==> config.mk <==
export PLATFORM = sky130hd
export DESIGN_NAME = fet_timing_gen
export DESIGN_NICKNAME = d
export VERILOG_FILES = /design/src/logic/fet_pkg.sv /design/src/logic/fet_edge_gen.sv /design/src/logic/fet_timing_gen.sv
export SDC_FILE = /design/constraint.sdc
export NUM_CORES = 1
export LEC_CHECK = 0
export ABC_CLOCK_PERIOD_IN_PS = 2520
export BUFFER_PORTS_ARGS = -buffer_cell sky130_fd_sc_hd__buf_2
export CORE_ASPECT_RATIO = 1.4
export CORE_MARGIN = 3
export CORE_UTILIZATION = 50
export CTS_CLUSTER_SIZE = 20
export DETAILED_ROUTE_END_ITERATION = 10
export GPL_ROUTABILITY_DRIVEN = 1
export GPL_TIMING_DRIVEN = 1
export PLACE_DENSITY = 0.75
export SYNTH_ARGS = -nofsm -noshare
export SYNTH_HDL_FRONTEND = slang
export SYNTH_HIERARCHICAL = 1
export SYNTH_SLANG_ARGS = --single-unit
==> constraint.sdc <==
create_clock -name ref_clk_i -period 2.52 [get_ports ref_clk_i]
set_clock_uncertainty 0.1 [all_clocks]
set_input_delay 0.252 -clock ref_clk_i [delete_from_list [all_inputs] [get_ports ref_clk_i]]
set_output_delay 0.252 -clock ref_clk_i [all_outputs]
set_load 0.01 [all_outputs]
==> src/logic/fet_pkg.sv <==
// shared constants, types and helpers for the fine-edge timing generator
package fet_pkg;

  // pixel period split into edge positions
  localparam int unsigned         FET_PHASES     = 48;
  localparam int unsigned         FET_QUAD_STEPS = 12;
  localparam logic [5:0]          FET_LAST_PHASE = 6'h2F;
  localparam logic [3:0]          FET_MAX_OFFSET = 4'hB;

  // serial frame: 8 address bits then 8 data bits
  localparam logic [4:0]          FET_FRAME_BITS = 5'h10;

  // serial register addresses
  localparam logic [7:0]          FET_A_OPMODE_LO  = 8'h00;
  localparam logic [7:0]          FET_A_OPMODE_HI  = 8'h01;
  localparam logic [7:0]          FET_A_CTL_MODE   = 8'h06;
  localparam logic [7:0]          FET_A_HA_POL     = 8'hE5;
  localparam logic [7:0]          FET_A_HA_POS     = 8'hE6;
  localparam logic [7:0]          FET_A_HA_NEG     = 8'hE7;
  localparam logic [7:0]          FET_A_HA_DRV     = 8'hE8;
  localparam logic [7:0]          FET_A_HAI_DRV    = 8'hE9;
  localparam logic [7:0]          FET_A_HB_DRV     = 8'hEA;
  localparam logic [7:0]          FET_A_HBI_DRV    = 8'hEB;
  localparam logic [7:0]          FET_A_GATE_POL   = 8'hEC;
  localparam logic [7:0]          FET_A_GATE_POS   = 8'hED;
  localparam logic [7:0]          FET_A_GATE_NEG   = 8'hEE;
  localparam logic [7:0]          FET_A_GATE_DRV   = 8'hEF;
  localparam logic [7:0]          FET_A_REF_LOC    = 8'hF0;
  localparam logic [7:0]          FET_A_DAT_LOC    = 8'hF1;
  localparam logic [7:0]          FET_A_DOUT_PHASE = 8'hF2;
  localparam logic [7:0]          FET_A_HB_POL     = 8'hF3;
  localparam logic [7:0]          FET_A_HB_POS     = 8'hF4;
  localparam logic [7:0]          FET_A_HB_NEG     = 8'hF5;

  // reset values
  localparam logic [7:0]          FET_RST_OPMODE  = 8'h00;
  localparam logic [5:0]          FET_RST_CTL_MODE = 6'h00;
  localparam logic [5:0]          FET_RST_H_POS    = 6'h00;
  localparam logic [5:0]          FET_RST_H_NEG    = 6'h20;
  localparam logic [5:0]          FET_RST_GATE_POS = 6'h00;
  localparam logic [5:0]          FET_RST_GATE_NEG = 6'h10;
  localparam logic [5:0]          FET_RST_REF_LOC  = 6'h24;
  localparam logic [5:0]          FET_RST_DAT_LOC  = 6'h00;
  localparam logic [5:0]          FET_RST_DOUT     = 6'h00;
  localparam logic [2:0]          FET_RST_H_DRV    = 3'h3;
  localparam logic [2:0]          FET_RST_GATE_DRV = 3'h2;

  // operating-mode field positions
  localparam int unsigned         FET_OP_PWR_LSB   = 0;
  localparam int unsigned         FET_OP_CLAMP_DIS = 2;
  // control field positions
  localparam int unsigned         FET_CT_STEER_LSB = 0;
  localparam int unsigned         FET_CT_GAIN_EN   = 3;
  localparam int unsigned         FET_CT_LATCH_TR  = 4;
  localparam int unsigned         FET_CT_DOUT_HIZ  = 5;

  // number of driven outputs with a strength code
  localparam int unsigned         FET_NUM_DRV = 5;

  typedef enum logic [1:0] {
    FET_PWR_FULL     = 2'b00,
    FET_PWR_FAST_REC = 2'b01,
    FET_PWR_REF_STBY = 2'b10,
    FET_PWR_SHUTDOWN = 2'b11
  } fet_power_e;

  typedef enum logic [2:0] {
    FET_CS_OFF         = 3'b000,
    FET_CS_MOSAIC_SEP  = 3'b001,
    FET_CS_VSEL_INTERL = 3'b010,
    FET_CS_MOSAIC_REP  = 3'b011,
    FET_CS_THREE_COL   = 3'b100,
    FET_CS_THREE_COL2  = 3'b101,
    FET_CS_FOUR_COL    = 3'b110,
    FET_CS_FOUR_COL2   = 3'b111
  } fet_colour_e;

  // one programmable pulse: polarity plus two edge codes
  typedef struct packed {
    logic       pol;
    logic [5:0] pos;
    logic [5:0] neg;
  } fet_edge_cfg_s;

  // edge code is quadrant in [5:4], offset in [3:0]
  function automatic logic fet_code_valid(input logic [5:0] code);
    fet_code_valid = (code[3:0] <= FET_MAX_OFFSET);
  endfunction : fet_code_valid

  function automatic logic [5:0] fet_code_pos(input logic [5:0] code);
    logic [5:0] quad_base;
    quad_base    = 6'(code[5:4] * FET_QUAD_STEPS);
    fet_code_pos = quad_base + {2'h0, code[3:0]};
  endfunction : fet_code_pos

endpackage : fet_pkg

==> src/logic/fet_edge_gen.sv <==
// one programmable pulse placed on the shared phase count
`timescale 1ns/10ps
module fet_edge_gen
  import fet_pkg::*;
(
  input  wire logic          ref_clk_i,
  input  wire logic          resetn_i,
  input  wire logic [5:0]    phase_i,
  input  wire fet_edge_cfg_s cfg_i,
  output logic               next_level_o
);

  logic rise_hit;
  logic fall_hit;
  logic level;

  // codes with offset above eleven never match any phase
  assign rise_hit = fet_code_valid(cfg_i.pos) && (fet_code_pos(cfg_i.pos) == phase_i);
  assign fall_hit = fet_code_valid(cfg_i.neg) && (fet_code_pos(cfg_i.neg) == phase_i);

  // unpolarised level, rising edge wins a tie
  always_ff @(posedge ref_clk_i)
  begin
    if (!resetn_i)
      level <= 1'b0;
    else if (rise_hit)
      level <= 1'b1;
    else if (fall_hit)
      level <= 1'b0;
  end

  // value the owner registers on the next edge, polarity applied
  always_comb
  begin
    if (rise_hit)
      next_level_o = 1'b1 ^ cfg_i.pol;
    else if (fall_hit)
      next_level_o = 1'b0 ^ cfg_i.pol;
    else
      next_level_o = level ^ cfg_i.pol;
  end

endmodule : fet_edge_gen

==> src/logic/fet_timing_gen.sv <==
// fine-edge timing generator: 48-phase core, pulse placement, serial registers
// Functional notes
// each pixel period is split into 48 equal edge positions
// master clock must equal the sensor pixel clock; here a pixel period spans 48 ref_clk_i cycles
// reset-gate pulse has programmable rise and fall, and polarity inversion
// first and third horizontal clocks have programmable edges and polarity
// second and fourth horizontal clocks are inverses of first and third
// edge code: quadrant in bits 5:4, offset 0..11; position = quadrant*12+offset
// polarity bit 0 keeps, 1 inverts horizontal pair and reset gate
// reference and data sampling strobes each sit at their programmed position
// 3-bit drive code in 3.5 mA steps; 0 is high impedance
// output data launches at a programmed position 0..47
// operating mode bits 5:0 at address 0x00, bits 7:6 at 0x01
// power field: full, fast recovery, reference standby, shutdown
// operating mode bit 2 high disables black-level clamping
// software keeps test bits: bit 4 high, bits 3,5,6,7 low
// 3-bit colour steering selects one of eight steering modes
// control bit 3 high enables per-pixel gain steering
// control bit 4: 0 latch data on output phase, 1 transparent
// control bit 5: 0 drive data outputs, 1 high impedance
// reset gate defaults: rise code 00, fall code 10
// sampling defaults: reference code 24, data code 00
// software never writes edge codes with offset above 11
// all edges are placed on the one shared 48-phase count
`timescale 1ns/10ps
module fet_timing_gen
  import fet_pkg::*;
(
  input  wire logic        ref_clk_i,
  input  wire logic        resetn_i,
  input  wire logic        ser_clk_i,
  input  wire logic        ser_data_i,
  input  wire logic        ser_load_n_i,
  input  wire logic [11:0] adc_data_i,
  output logic             reset_gate_pulse_o,
  output logic             reset_gate_pulse_oe_o,
  output logic             horiz_clock_a_o,
  output logic             horiz_clock_a_oe_o,
  output logic             horiz_clock_a_inv_o,
  output logic             horiz_clock_a_inv_oe_o,
  output logic             horiz_clock_b_o,
  output logic             horiz_clock_b_oe_o,
  output logic             horiz_clock_b_inv_o,
  output logic             horiz_clock_b_inv_oe_o,
  output logic [2:0]       horiz_a_drive_o,
  output logic [2:0]       horiz_a_inv_drive_o,
  output logic [2:0]       horiz_b_drive_o,
  output logic [2:0]       horiz_b_inv_drive_o,
  output logic [2:0]       reset_gate_drive_o,
  output logic             reference_sample_strobe_o,
  output logic             data_sample_strobe_o,
  output logic             output_data_phase_o,
  output logic [11:0]      data_o,
  output logic             data_oe_o,
  output logic [1:0]       power_mode_o,
  output logic             clamp_disable_o,
  output logic [2:0]       colour_steer_o,
  output logic             gain_steer_en_o
);

  // phase count and serial port state
  logic [5:0]          phase;
  logic                ser_clk_q;
  logic                ser_load_q;
  logic [15:0]         ser_shift;
  logic [4:0]          ser_count;
  logic                wr_en;
  logic [7:0]          wr_addr;
  logic [7:0]          wr_data;

  // programmed state
  logic [7:0]          op_mode;
  logic [5:0]          ctl_mode;
  fet_edge_cfg_s       gate_cfg;
  fet_edge_cfg_s       ha_cfg;
  fet_edge_cfg_s       hb_cfg;
  logic [5:0]          ref_loc;
  logic [5:0]          dat_loc;
  logic [5:0]          dout_phase;
  logic [2:0]          drv [FET_NUM_DRV];

  logic                next_gate;
  logic                next_ha;
  logic                next_hb;
  logic [FET_NUM_DRV-1:0] drv_level;

  // 48-step phase count, one step per clock
  always_ff @(posedge ref_clk_i)
  begin
    if (!resetn_i)
      phase <= 6'h00;
    else if (phase == FET_LAST_PHASE)
      phase <= 6'h00;
    else
      phase <= phase + 6'h01;
  end

  // serial pins sampled for edge detection
  always_ff @(posedge ref_clk_i)
  begin
    if (!resetn_i)
    begin
      ser_clk_q  <= 1'b0;
      ser_load_q <= 1'b1;
    end
    else
    begin
      ser_clk_q  <= ser_clk_i;
      ser_load_q <= ser_load_n_i;
    end
  end

  // shift in address then data, lsb first, while load is low
  always_ff @(posedge ref_clk_i)
  begin
    if (!resetn_i)
    begin
      ser_shift <= 16'h0000;
      ser_count <= 5'h00;
    end
    else if (ser_load_n_i)
      ser_count <= 5'h00;
    else if (ser_clk_i && !ser_clk_q && ser_count != FET_FRAME_BITS)
    begin
      ser_shift <= {ser_data_i, ser_shift[15:1]};
      ser_count <= ser_count + 5'h01;
    end
  end

  // a whole frame commits on the rising edge of load
  assign wr_en   = ser_load_n_i && !ser_load_q && (ser_count == FET_FRAME_BITS);
  assign wr_addr = ser_shift[7:0];
  assign wr_data = ser_shift[15:8];

  // mode and control fields
  always_ff @(posedge ref_clk_i)
  begin
    if (!resetn_i)
    begin
      op_mode  <= FET_RST_OPMODE;
      ctl_mode <= FET_RST_CTL_MODE;
    end
    else if (wr_en)
    begin
      if (wr_addr == FET_A_OPMODE_LO)
        op_mode[5:0] <= wr_data[5:0];
      if (wr_addr == FET_A_OPMODE_HI)
        op_mode[7:6] <= wr_data[1:0];
      if (wr_addr == FET_A_CTL_MODE)
        ctl_mode <= wr_data[5:0];
    end
  end

  // edge and strobe placement registers
  always_ff @(posedge ref_clk_i)
  begin
    if (!resetn_i)
    begin
      gate_cfg   <= '{pol: 1'b0, pos: FET_RST_GATE_POS, neg: FET_RST_GATE_NEG};
      ha_cfg     <= '{pol: 1'b0, pos: FET_RST_H_POS, neg: FET_RST_H_NEG};
      hb_cfg     <= '{pol: 1'b0, pos: FET_RST_H_POS, neg: FET_RST_H_NEG};
      ref_loc    <= FET_RST_REF_LOC;
      dat_loc    <= FET_RST_DAT_LOC;
      dout_phase <= FET_RST_DOUT;
    end
    else if (wr_en)
    begin
      unique case (wr_addr)
        FET_A_GATE_POL:   gate_cfg.pol <= wr_data[0];
        FET_A_GATE_POS:   gate_cfg.pos <= wr_data[5:0];
        FET_A_GATE_NEG:   gate_cfg.neg <= wr_data[5:0];
        FET_A_HA_POL:     ha_cfg.pol <= wr_data[0];
        FET_A_HA_POS:     ha_cfg.pos <= wr_data[5:0];
        FET_A_HA_NEG:     ha_cfg.neg <= wr_data[5:0];
        FET_A_HB_POL:     hb_cfg.pol <= wr_data[0];
        FET_A_HB_POS:     hb_cfg.pos <= wr_data[5:0];
        FET_A_HB_NEG:     hb_cfg.neg <= wr_data[5:0];
        FET_A_REF_LOC:    ref_loc    <= wr_data[5:0];
        FET_A_DAT_LOC:    dat_loc    <= wr_data[5:0];
        FET_A_DOUT_PHASE: dout_phase <= wr_data[5:0];
        default:          ;
      endcase
    end
  end

  // drive strength per driven output, with its enable flop
  for (genvar i = 0; i < FET_NUM_DRV; i++)
  begin : g_drv
    localparam logic [7:0] DRV_ADDR = (i == 0) ? FET_A_HA_DRV :
                                      (i == 1) ? FET_A_HAI_DRV :
                                      (i == 2) ? FET_A_HB_DRV :
                                      (i == 3) ? FET_A_HBI_DRV : FET_A_GATE_DRV;
    localparam logic [2:0] DRV_RST  = (i == FET_NUM_DRV - 1) ? FET_RST_GATE_DRV : FET_RST_H_DRV;

    always_ff @(posedge ref_clk_i)
    begin
      if (!resetn_i)
        drv[i] <= DRV_RST;
      else if (wr_en && wr_addr == DRV_ADDR)
        drv[i] <= wr_data[2:0];
    end

    // code zero leaves the pin undriven
    always_ff @(posedge ref_clk_i)
    begin
      if (!resetn_i)
        drv_level[i] <= 1'b0;
      else
        drv_level[i] <= (drv[i] != 3'h0);
    end
  end

  assign reset_gate_pulse_oe_o  = drv_level[4];
  assign horiz_clock_a_oe_o     = drv_level[0];
  assign horiz_clock_a_inv_oe_o = drv_level[1];
  assign horiz_clock_b_oe_o     = drv_level[2];
  assign horiz_clock_b_inv_oe_o = drv_level[3];
  assign horiz_a_drive_o        = drv[0];
  assign horiz_a_inv_drive_o    = drv[1];
  assign horiz_b_drive_o        = drv[2];
  assign horiz_b_inv_drive_o    = drv[3];
  assign reset_gate_drive_o     = drv[4];

  // pulse generators on the shared phase count
  fet_edge_gen u_gate (
    .ref_clk_i    (ref_clk_i),
    .resetn_i     (resetn_i),
    .phase_i      (phase),
    .cfg_i        (gate_cfg),
    .next_level_o (next_gate)
  );

  fet_edge_gen u_ha (
    .ref_clk_i    (ref_clk_i),
    .resetn_i     (resetn_i),
    .phase_i      (phase),
    .cfg_i        (ha_cfg),
    .next_level_o (next_ha)
  );

  fet_edge_gen u_hb (
    .ref_clk_i    (ref_clk_i),
    .resetn_i     (resetn_i),
    .phase_i      (phase),
    .cfg_i        (hb_cfg),
    .next_level_o (next_hb)
  );

  // clock outputs; inverses come from the same next value
  always_ff @(posedge ref_clk_i)
  begin
    if (!resetn_i)
    begin
      reset_gate_pulse_o  <= 1'b0;
      horiz_clock_a_o     <= 1'b0;
      horiz_clock_a_inv_o <= 1'b1;
      horiz_clock_b_o     <= 1'b0;
      horiz_clock_b_inv_o <= 1'b1;
    end
    else
    begin
      reset_gate_pulse_o  <= next_gate;
      horiz_clock_a_o     <= next_ha;
      horiz_clock_a_inv_o <= ~next_ha;
      horiz_clock_b_o     <= next_hb;
      horiz_clock_b_inv_o <= ~next_hb;
    end
  end

  // one-cycle sampling and output-phase strobes
  always_ff @(posedge ref_clk_i)
  begin
    if (!resetn_i)
    begin
      reference_sample_strobe_o <= 1'b0;
      data_sample_strobe_o      <= 1'b0;
      output_data_phase_o       <= 1'b0;
    end
    else
    begin
      reference_sample_strobe_o <= fet_code_valid(ref_loc) && (fet_code_pos(ref_loc) == phase);
      data_sample_strobe_o      <= fet_code_valid(dat_loc) && (fet_code_pos(dat_loc) == phase);
      output_data_phase_o       <= (dout_phase == phase);
    end
  end

  // converter data: latched at output phase or transparent
  always_ff @(posedge ref_clk_i)
  begin
    if (!resetn_i)
      data_o <= 12'h000;
    else if (ctl_mode[FET_CT_LATCH_TR])
      data_o <= adc_data_i;
    else if (dout_phase == phase)
      data_o <= adc_data_i;
  end

  // decoded mode and control outputs
  always_ff @(posedge ref_clk_i)
  begin
    if (!resetn_i)
    begin
      data_oe_o       <= 1'b0;
      power_mode_o    <= FET_PWR_FULL;
      clamp_disable_o <= 1'b0;
      colour_steer_o  <= FET_CS_OFF;
      gain_steer_en_o <= 1'b0;
    end
    else
    begin
      data_oe_o       <= ~ctl_mode[FET_CT_DOUT_HIZ];
      power_mode_o    <= op_mode[FET_OP_PWR_LSB +: 2];
      clamp_disable_o <= op_mode[FET_OP_CLAMP_DIS];
      colour_steer_o  <= ctl_mode[FET_CT_STEER_LSB +: 3];
      gain_steer_en_o <= ctl_mode[FET_CT_GAIN_EN];
    end
  end

endmodule : fet_timing_gen

==> flow_metrics.tcl, run 1 <==
set metrics [dict create \
    status "complete, no violations" \
    drt_iter0_drc 204 \
    p_leak_uw 0.003675 \
    synthMuxAreaShare_pct 9.898 \
    path_clk_slew_ps 60 \
    synth_area_um2 7483 \
    hold_path_depth 3 \
    antenna_cells 0 \
    grtUsageMet3_pct 4.505 \
    synth_edf_count 15 \
    layout_common_cells "dfxtp_1, nor2b_1, mux2i_1" \
    required_ps 2720 \
    crit_path_end_kind "flip-flop" \
    pwr-share-comb_pct 6.6 \
    synth_xor_area_share_pct 9.330 \
    fp.coreArea_um2 14570 \
    dieArea_um2 16490 \
    dpl_cell_area_um2 8010 \
    final_antenna_net_count 0 \
    htree_levels 4 \
    routed_wirelength_um 16750 \
    grt_pass1_wl_um 27210 \
    cts_tree "done" \
    gr-total-overflow 0 \
    clk_latency_ps 400 \
    swShare_pct 21.87 \
    num-fill-cells 1228 \
    gp_congestion 0.8102 \
    ys_async_sr_fraction_pct 0 \
    finalPower_uw 5167 \
    fp-row-count 52 \
    setup_viol 0 \
    postSynthAreaPerCell_um2 10.18 \
    fin_crit_ps 2415 \
    synth-seq-area-share_pct 41.06 \
    grt_antenna_before_repair 0 \
    synth.distinct_cells 50 \
    pwr-share-seq_pct 47.1 \
    via_per_inst 5.489 \
    firstDrtPassIters 4 \
    reg2reg_depth 11 \
    netSwitchingPower_uw 1130 \
    routedWlPerCell_um 16.89 \
    cts_sinks 146 \
    yosysWarnings 6 \
    root_buffer "clkbuf_16" \
    crit_type "flip-flop to flip-flop" \
    cp-start-kind "flip-flop" \
    syn-instance-count 735 \
    die_x_um 109.4 \
    grt_max_degree 72 \
    start_util_pct 51.35 \
    worst_pin_slew_ps 816.4 \
    die_height_um 150.8 \
    intPower_uw 4037 \
    yosys.area_share.adder_pct 7.992 \
    port-buffer-count 64 \
    vdd_drop_max_uv 432.4 \
    finalMaxSlewViolations 0 \
    layout_commonest_cell "dfxtp_1" \
    synth_top_family_by_area "simple AND/OR/NAND/NOR gates" \
    fin_crit_sh_pct 95.84 \
    grtUsageMet1_pct 24.26 \
    area_delta_synth_final_pct 15.00 \
    clockBufferDepth 2 \
    pwr_density_cell_nw_per_um2 600.4 \
    yosys.area_share.simple_pct 22.82 \
    seqCellArea_um2 3084 \
    hold_class "primary input to flip-flop" \
    final_area_um2 8606 \
    syn_nets 795 \
    max_freq_ghz 0.4140 \
    clkPwrFrac_pct 46.3 \
    busiest_layer "met2" \
    post-dp-hpwl_um 11560 \
    path_max_fanout 4 \
    num_vias 5445 \
    io-pin-count 65 \
    slew-limit-headroom_pct 45.37 \
    ys_seq_elements 146 \
    grt_usage_pct 21.05 \
    cts_made_buffers 17 \
    synth-compound-area-share_pct 4.966 \
    use_met2_pct 38.02 \
    worst-endpoint-arrival_ps 2610 \
    drc 0 \
    nets 850 \
    drive_gt1_share_pct 17.19 \
    max-cap-violations 0 \
    grt_pass1_vias 5473 \
    synthFlopType "dfxtp_1" \
    hold_viol 0 \
    multiInputGateArea_um2 4151 \
]
-- routing by layer --
layer,vias up,wire length [um]
li1,2654,-
met4,0,340
met1,2649,6933
met2,112,8939
met5,-,0
met3,30,539
-- power by group through the flow --
stage / logic (uW) / registers, uW / clock network (uW)
final: 340 / 2430 / 2390
after global routing: 373 / 2440 / 2530
after CTS: 337 / 2440 / 2430
after detailed placement: 334 / 2490 / 0
after global placement: 324 / 2490 / 0
after floorplan: 191 / 2510 / 0
-- critical path, cell delays in order, from the launching register on --
cell	delay [ps]
dfxtp_4	360
inv_1	40
ha_1	280
inv_2	50
fa_2	350
xnor3_1	270
nand3_1	80
o41ai_2	350
o31ai_2	140
xor2_1	160
nand2_1	80
inv_1	40
-- path summary, 6_finish.rpt --
path	startpoint	slack, ps	end
max	ha_cfg[4]	100	horiz_clock_a_o
max reg2reg	ha_cfg[4]	100	horiz_clock_a_o
min reg2reg	ctl_mode[5]	330	data_oe_o
min	adc_data_i[0]	10	data_o[0]
-- sequential cells by signal, summed over array words and instances (netlist names), 12 cells and up --
register   flops
drv           15
ser_shift     16
ha_cfg        13
gate_cfg      13
data_o        12
hb_cfg        13
-- layout make-up --
cell class | instances | share of cell area (%)
Clock inverter | 6 | 0.9596
Clock buffer | 26 | 5.452
Multi-Input combinational cell | 518 | 48.24
Tap cell | 189 | 2.748
Inverter | 21 | 0.9160
Sequential cell | 146 | 35.84
Timing Repair Buffer | 86 | 5.845
-- synth_stat cells (2+ instances only) --
| library cell | n | area (um^2) |
|---|---|---|
| nor4b_1 | 5 | 43.79 |
| nor4bb_1 | 2 | 20.02 |
| nor2_1 | 19 | 71.32 |
| ha_1 | 35 | 437.9 |
| nand2b_1 | 20 | 125.1 |
| nor3_1 | 5 | 25.02 |
| nand2_1 | 36 | 135.1 |
| dfxtp_1 | 131 | 2623 |
| a21oi_1 | 13 | 65.06 |
| xnor2_1 | 44 | 385.4 |
| a21o_2 | 3 | 26.28 |
| and2_1 | 14 | 87.58 |
| nand4b_1 | 5 | 43.79 |
| nand3b_1 | 3 | 22.52 |
| and3b_1 | 13 | 113.9 |
| and4b_1 | 2 | 20.02 |
| inv_1 | 21 | 78.83 |
| clkbuf_1 | 40 | 150.1 |
| o31ai_1 | 3 | 22.52 |
| edfxtp_1 | 15 | 450.4 |
| a32oi_1 | 12 | 105.1 |
| and3_1 | 3 | 18.77 |
| o31a_1 | 5 | 43.79 |
| buf_6 | 2 | 22.52 |
| nand3_1 | 26 | 130.1 |
| mux2i_1 | 74 | 740.7 |
| fa_1 | 8 | 160.2 |
| and3_4 | 3 | 33.78 |
| buf_1 | 2 | 7.510 |
| nor4_4 | 3 | 63.81 |
| xnor3_1 | 3 | 67.56 |
| o21ai_0 | 12 | 60.06 |
| buf_4 | 2 | 15.01 |
| o41ai_2 | 3 | 48.80 |
| nor4_1 | 3 | 18.77 |
| nand4_1 | 27 | 168.9 |
| nor2b_1 | 75 | 469.2 |
| buf_2 | 4 | 20.02 |
| xor2_1 | 28 | 245.2 |
-- what timing repair did --
item | CTS | global route
endpoints found under the setup margin | 1 | 5
pin swaps | 0 | 7
gates resized for setup | 1 | 12
buffers inserted | 0 | 0
hold buffers | 1 | 0
endpoints found under the hold margin | 1 | 0
-- kinds of logic after synthesis --
family | Yosys count
and+or+nand+nor | 275
DFF | 146
xor gates and xnor gates | 75
muxes | 74
buffers and inverters | 71
AOI/OAI and AO/OA | 51
adders and majority gates | 43
-- metrics by stage --
stage | setup WS [ps] | TNS (ps) | std cells | util, % | hold WS (ps)
after floorplan | 199.3 | 0 | 735 | - | 273.7
after global placement | 115.8 | 0 | 959 | 54.96 | 307.6
after detailed placement | 18.89 | 0 | 959 | 54.96 | 312.3
after CTS | 15.07 | 0 | 992 | 58.83 | 1.856
after global routing | -0.2001 | -0.2001 | 992 | 59.05 | 1.805
final | 104.8 | 0 | 992 | 59.05 | 14.38
No activity file was read; power rests on OpenSTA's default activity.
==> run 2, diff against run 1 <==
--- a/config.mk
+++ b/config.mk
@@ -5,7 +5,7 @@
 export SDC_FILE = /design/constraint.sdc
 export NUM_CORES = 1
 export LEC_CHECK = 0
-export ABC_CLOCK_PERIOD_IN_PS = 2520
+export ABC_CLOCK_PERIOD_IN_PS = 2600
 export BUFFER_PORTS_ARGS = -buffer_cell sky130_fd_sc_hd__buf_2
 export CORE_ASPECT_RATIO = 1.4
 export CORE_MARGIN = 3
==> constraint.sdc (replaced) <==
create_clock -name ref_clk_i -period 2.6 [get_ports ref_clk_i]
set_clock_uncertainty 0.1 [all_clocks]
set_input_delay 0.26 -clock ref_clk_i [delete_from_list [all_inputs] [get_ports ref_clk_i]]
set_output_delay 0.26 -clock ref_clk_i [all_outputs]
set_load 0.01 [all_outputs]
==> flow_metrics.tcl, run 2 (same netlist as run 1, synthesis figures left out) <==
set metrics [dict create \
    routedWlPerCell_um 17.00 \
    via_per_inst 5.496 \
    crit_type "flip-flop to flip-flop" \
    layout_common_cells "dfxtp_1, nor2b_1, mux2i_1" \
    start_util_pct 51.35 \
    die_height_um 150.8 \
    slowest_stage "fa_1" \
    firstDrtPassIters 4 \
    grt_usage_pct 21.46 \
    grt_pass1_wl_um 27730 \
    fp.coreArea_um2 14570 \
    slowest_delay_ps 440 \
    cts_tree "done" \
    drive_gt1_share_pct 17.06 \
    fin_crit_ps 2433 \
    clockBufferDepth 2 \
    hold_viol 0 \
    setup_viol 0 \
    hold_start "adc_data_i[1]" \
    clk_latency_ps 410 \
    regMostFlops "ser_shift" \
    worst_pin_slew_ps 795.7 \
    num-fill-cells 1246 \
    path_clk_slew_ps 60 \
    finalMaxSlewViolations 0 \
    max_freq_ghz 0.4109 \
    hold_path_depth 3 \
    fp-row-count 52 \
    rsz0062_at_grt "true" \
    num_vias 5452 \
    antenna_cells 0 \
    drc 0 \
    routed_wirelength_um 16870 \
    gp_congestion 0.8196 \
    cp-start-kind "flip-flop" \
    timing.reg2reg.setup_slack_ps 170 \
    dieArea_um2 16490 \
    area_delta_synth_final_pct 15.21 \
    finalPower_uw 5161 \
    fin_util_pct 59.16 \
    cts_made_buffers 17 \
    whs_ps 12.44 \
    reg_top3 "ser_shift (16), drv (15)" \
    cts_sinks 146 \
    final_antenna_net_count 0 \
    dpl_cell_area_um2 7990 \
    pwr_density_cell_nw_per_um2 598.6 \
    seqCellArea_um2 3077 \
    final_area_um2 8622 \
    crit_path_end_kind "flip-flop" \
    cp_num_buf_inv 2 \
    reg2reg_depth 10 \
    post-cts-setup-buffers 0 \
    critPathTopFamily "adder cells" \
    die_x_um 109.4 \
    root_buffer "clkbuf_16" \
    gr-total-overflow 0 \
    fin_crit_sh_pct 93.59 \
    layout_commonest_cell "dfxtp_1" \
    slew-limit-headroom_pct 46.88 \
    multiInputGateArea_um2 4134 \
    htree_levels 4 \
    vdd_drop_max_uv 466.8 \
    required_ps 2810 \
    path_cells "inv_1 -> ha_1 -> inv_1 -> fa_1 -> xnor2_1 -> nand3_1 -> o41ai_2 -> o31ai_2 -> xor2_1 -> and2_1" \
    hold_class "primary input to flip-flop" \
    nets 850 \
    p_leak_uw 0.003678 \
    path_max_fanout 4 \
    grt_antenna_before_repair 0 \
    r2r_start "gate_cfg[4]" \
    max-cap-violations 0 \
    worstHoldEndpoint "data_o[1]" \
    drt_iter0_drc 222 \
    r2r-end "reset_gate_pulse_o" \
    port-buffer-count 64 \
    grt_pass1_vias 5699 \
    largest_reg_flops 16 \
    worst-endpoint-arrival_ps 2640 \
    tns_ps 0 \
    io-pin-count 65 \
    cpMostUsedCell "inv_1" \
    status "complete, no violations" \
    post-dp-hpwl_um 11610 \
    grt_max_degree 64 \
]
run 2: cell count changes in the layout (fill, tap and decap cells not counted), moves of 2 or more:
cell        previous run  this run
fa_2                   3         0
clkinvlp_4             1         4
dfxtp_2                0         3
o31ai_2                3         1
o31ai_1                0         2
dfxtp_4                3         0
clkbuf_8               1         3
clkbuf_1               8         3
fa_1                   5         8
run 2: report_power, final:
| group | switching (uW) | internal [uW] |
|---|---|---|
| clock | 929 | 1540 |
| sequential | 34.3 | 2330 |
| combinational | 176 | 148 |
run 2: cell type report:
cell class	instances	area share (%)
Multi-Input combinational cell	518	47.95
Sequential cell	146	35.68
Clock buffer	24	5.834
Timing Repair Buffer	86	5.718
Tap cell	189	2.743
Clock inverter	8	1.161
Inverter	21	0.9142
run 2: worst max path at each step:
stage / from / endpoint / cells past startpoint
floorplan: gate_cfg[4] / reset_gate_pulse_o / 10
global placement: gate_cfg[4] / reset_gate_pulse_o / 10
detailed placement: ha_cfg[4] / horiz_clock_a_o / 11
CTS: ha_cfg[4] / horiz_clock_a_o / 11
global route: hb_cfg[4] / horiz_clock_b_o / 11
finish: gate_cfg[4] / reset_gate_pulse_o / 10
run 2: tightest hold or removal path: stages:
cell and delay [ps]:
buf_2 90, nand4_1 60, nand3_1 80
run 2: per-layer routing:
layer	up-vias	routed length (um)	global-route usage, %
li1	2641	-	-
met1	2652	6931	24.65
met2	123	8773	37.44
met3	36	653	4.891
met4	0	507	9.794
met5	-	0	0
run 2: stage by stage:
stage               std cells  setup slack (ps)
floorplan                 735             279.3
global route              992            -14.98
CTS                       992             130.9
finish                    992             166.6
global placement          958             207.5
detailed placement        958             148.1
run 2: what timing repair did:
item                                    CTS  global route
hold buffers                              2             0
resized for setup                         0             5
endpoints found under the setup margin    0             5
endpoints found under the hold margin     2             0
==> run 3, diff against run 2 <==
--- a/config.mk
+++ b/config.mk
@@ -5,16 +5,19 @@
 export SDC_FILE = /design/constraint.sdc
 export NUM_CORES = 1
 export LEC_CHECK = 0
+export ABC_AREA = 1
 export ABC_CLOCK_PERIOD_IN_PS = 2600
-export BUFFER_PORTS_ARGS = -buffer_cell sky130_fd_sc_hd__buf_2
+export BUFFER_PORTS_ARGS = -buffer_cell sky130_fd_sc_hd__buf_4
+export CELL_PAD_IN_SITES_DETAIL_PLACEMENT = 1
+export CELL_PAD_IN_SITES_GLOBAL_PLACEMENT = 2
 export CORE_ASPECT_RATIO = 1.4
 export CORE_MARGIN = 3
-export CORE_UTILIZATION = 50
+export CORE_UTILIZATION = 35
 export CTS_CLUSTER_SIZE = 20
 export DETAILED_ROUTE_END_ITERATION = 10
 export GPL_ROUTABILITY_DRIVEN = 1
 export GPL_TIMING_DRIVEN = 1
-export PLACE_DENSITY = 0.75
+export PLACE_DENSITY = 0.86
 export SYNTH_ARGS = -nofsm -noshare
 export SYNTH_HDL_FRONTEND = slang
 export SYNTH_HIERARCHICAL = 1
==> flow_metrics.tcl, run 3 <==
set metrics [dict create \
    crit_path_end_kind "flip-flop" \
    drc 0 \
    grt_max_degree 49 \
    layout_commonest_cell "nand2_1" \
    synth_top_family_by_area "simple AND/OR/NAND/NOR gates" \
    synth.distinct_cells 39 \
    synth_most_common_cell "nand2_1" \
    netlist_top_cells_area "dfxtp_1, nand2_1, nor2_1" \
    slew-limit-headroom_pct 55.31 \
    worst-endpoint-arrival_ps 2490 \
    max-cap-violations 0 \
    gp_congestion 0.7821 \
    area_delta_synth_final_pct 19.20 \
    start_util_pct 35.66 \
    synth_top_area_cell "dfxtp_1" \
    r2r-end "reset_gate_pulse_o" \
    cts_tree "done" \
    crit_type "flip-flop to flip-flop" \
    hold_viol 0 \
    clockBufferDepth 2 \
    fp-row-count 64 \
    yosysTopAreaCellShare_pct 33.51 \
    timing.reg2reg.setup_slack_ps 340 \
    die_x_um 132.4 \
    status "complete, no violations" \
    cp-start-kind "flip-flop" \
    synthFlopType "dfxtp_1" \
    grt_pass1_wl_um 36070 \
    post-dp-hpwl_um 15880 \
    firstDrtPassIters 4 \
    io-pin-count 65 \
    max_freq_ghz 0.4418 \
    setup_viol 0 \
    path_max_fanout 4 \
    largest_reg_flops 16 \
    clk_latency_ps 420 \
    pwr_density_cell_nw_per_um2 562.8 \
    fin_crit_sh_pct 87.06 \
    fp.coreArea_um2 21940 \
    synth-compound-area-share_pct 6.780 \
    routed_wirelength_um 21790 \
    required_ps 2820 \
    final_antenna_net_count 0 \
    reg_top3 "ser_shift (16), drv (15)" \
    cts_sinks 146 \
    fin_crit_ps 2263 \
    grt_pass1_vias 7111 \
    synth_xor_area_share_pct 4.093 \
    cts_made_buffers 17 \
    via_per_inst 4.746 \
    grt_usage_pct 18.60 \
    antenna_cells 0 \
    die_height_um 182.9 \
    yosysWarnings 6 \
    regMostFlops "ser_shift" \
    tns_ps 0 \
    worst_pin_slew_ps 669.6 \
    gr-total-overflow 0 \
    finalMaxSlewViolations 0 \
    routedWlPerCell_um 14.91 \
    ys_seq_elements 146 \
    htree_levels 4 \
    grt_antenna_before_repair 0 \
    r2r_start "gate_cfg[4]" \
    root_buffer "clkbuf_16" \
    drive_gt1_share_pct 13.39 \
    syn_nets 1132 \
    num_vias 6939 \
    layout_common_cells "nand2_1, nor2_1, inv_1" \
    yosys.area_share.adder_pct 7.643 \
    p_leak_uw 0.004049 \
    synth-seq-area-share_pct 39.27 \
    synthTopCellsByCount "nand2_1, nor2_1, inv_1" \
    ys_async_sr_fraction_pct 0 \
    drt_iter0_drc 202 \
    setup.worst_path.end "reset_gate_pulse_o" \
    port-buffer-count 64 \
    nets 1212 \
    path_clk_slew_ps 60 \
    seqCellArea_um2 3074 \
    dp_slack_ps 338.2 \
    synth_edf_count 15 \
    rsz0062_at_grt "false" \
    synth_area_um2 7825 \
    postSynthAreaPerCell_um2 7.299 \
    yosys.area_share.simple_pct 32.48 \
    hold_class "primary input to flip-flop" \
    multiInputGateArea_um2 3990 \
    synthMuxAreaShare_pct 0 \
    setup_slack_ps 336.6 \
    startpoint "gate_cfg[4]" \
    vdd_drop_max_uv 574.8 \
    reg2reg_depth 17 \
    dieArea_um2 24210 \
    num-fill-cells 2804 \
    syn-instance-count 1072 \
]
## run 3: cell count changes after synthesis, sizes merged, moves of 20 or more
cell    change
nand2b     -20
nand2     +216
inv       +130
nand3      +80
nor2      +139
mux2i      -74
a21oi      +44
nor2b      -75
## run 3: stage by stage
| step | instances | hold slack (ps) | power [uW] | util, % | instance area [um^2] |
|---|---|---|---|---|---|
| finish | 1462 | 38.27 | 5250 | 42.51 | 9328 |
| floorplan | 1072 | 253.5 | 2737 | - | 7825 |
| detailed placement | 1417 | 311.5 | 2957 | 39.36 | 8637 |
| global placement | 1417 | 309.1 | 2947 | 39.36 | 8637 |
| CTS | 1462 | 23.95 | 5317 | 42.51 | 9326 |
| global route | 1462 | 60.24 | 5481 | 42.51 | 9328 |
## run 3: what timing repair did
| item | in CTS | in global routing |
|---|---|---|
| hold buffers | 13 | 0 |
| setup buffers | 0 | 0 |
| gates resized for setup | 0 | 1 |
| hold endpoints to repair | 13 | 0 |
| endpoints found under the setup margin | 0 | 1 |
## run 3: how the worst min path moves through the flow
| stage | from | endpoint | cells past startpoint |
|---|---|---|---|
| after floorplan | ser_clk_i | ser_clk_q | 2 |
| after global routing | ser_load_n_i | ser_load_q | 3 |
| after global placement | ctl_mode[5] | data_oe_o | 1 |
| after CTS | ser_data_i | ser_shift[15] | 3 |
| final | ser_data_i | ser_shift[15] | 3 |
| after detailed placement | ctl_mode[5] | data_oe_o | 1 |
## run 3: final cells by class
cell class,count,share of cell area (%)
Clock buffer,23,5.124
Multi-Input combinational cell,740,42.78
Timing Repair Buffer,96,8.209
Clock inverter,9,0.8719
Inverter,151,6.076
Sequential cell,146,32.96
Tap cell,297,3.984
## run 3: where the power goes
group          leakage [uW]  total, uW  switching, uW  internal, uW
sequential          0.00119       2400           55.9          2350
clock              0.000269       2330            945          1390
combinational       0.00259        518            317           201
## run 3: kinds of logic (layout without fill, tap and decap cells)
| kind of cell | after synthesis | count (layout) |
|---|---|---|
| AOI/OAI and AO/OA | 99 | 99 |
| xor gates and xnor gates | 34 | 34 |
| adders and majority gates | 43 | 43 |
| buffers and inverters | 186 | 279 |
| DFF | 146 | 146 |
| and+or+nand+nor | 564 | 564 |
## run 3: routing by layer
metal | up-vias | wire (um) | share of wire (%) | GRT usage [%]
met2 | 69 | 11810 | 54 | 35.96
li1 | 3520 | - | - | -
met4 | 0 | 345 | 1.6 | 5.616
met5 | - | 0 | 0 | 0
met1 | 3328 | 9133 | 42 | 20.74
met3 | 22 | 506 | 2.3 | 2.991
## run 3: worst max-delay path: stages (launching register included)
cell,delay [ps]
dfxtp_1,360
inv_1,60
ha_1,270
inv_1,60
fa_1,510
inv_1,60
nand2_1,50
nand2_1,40
nor2_1,100
nand2_1,60
nor2_1,80
nand2_1,70
nand2_2,70
nand2_1,50
nand2_1,60
nand2_1,60
nand2_1,60
inv_1,40
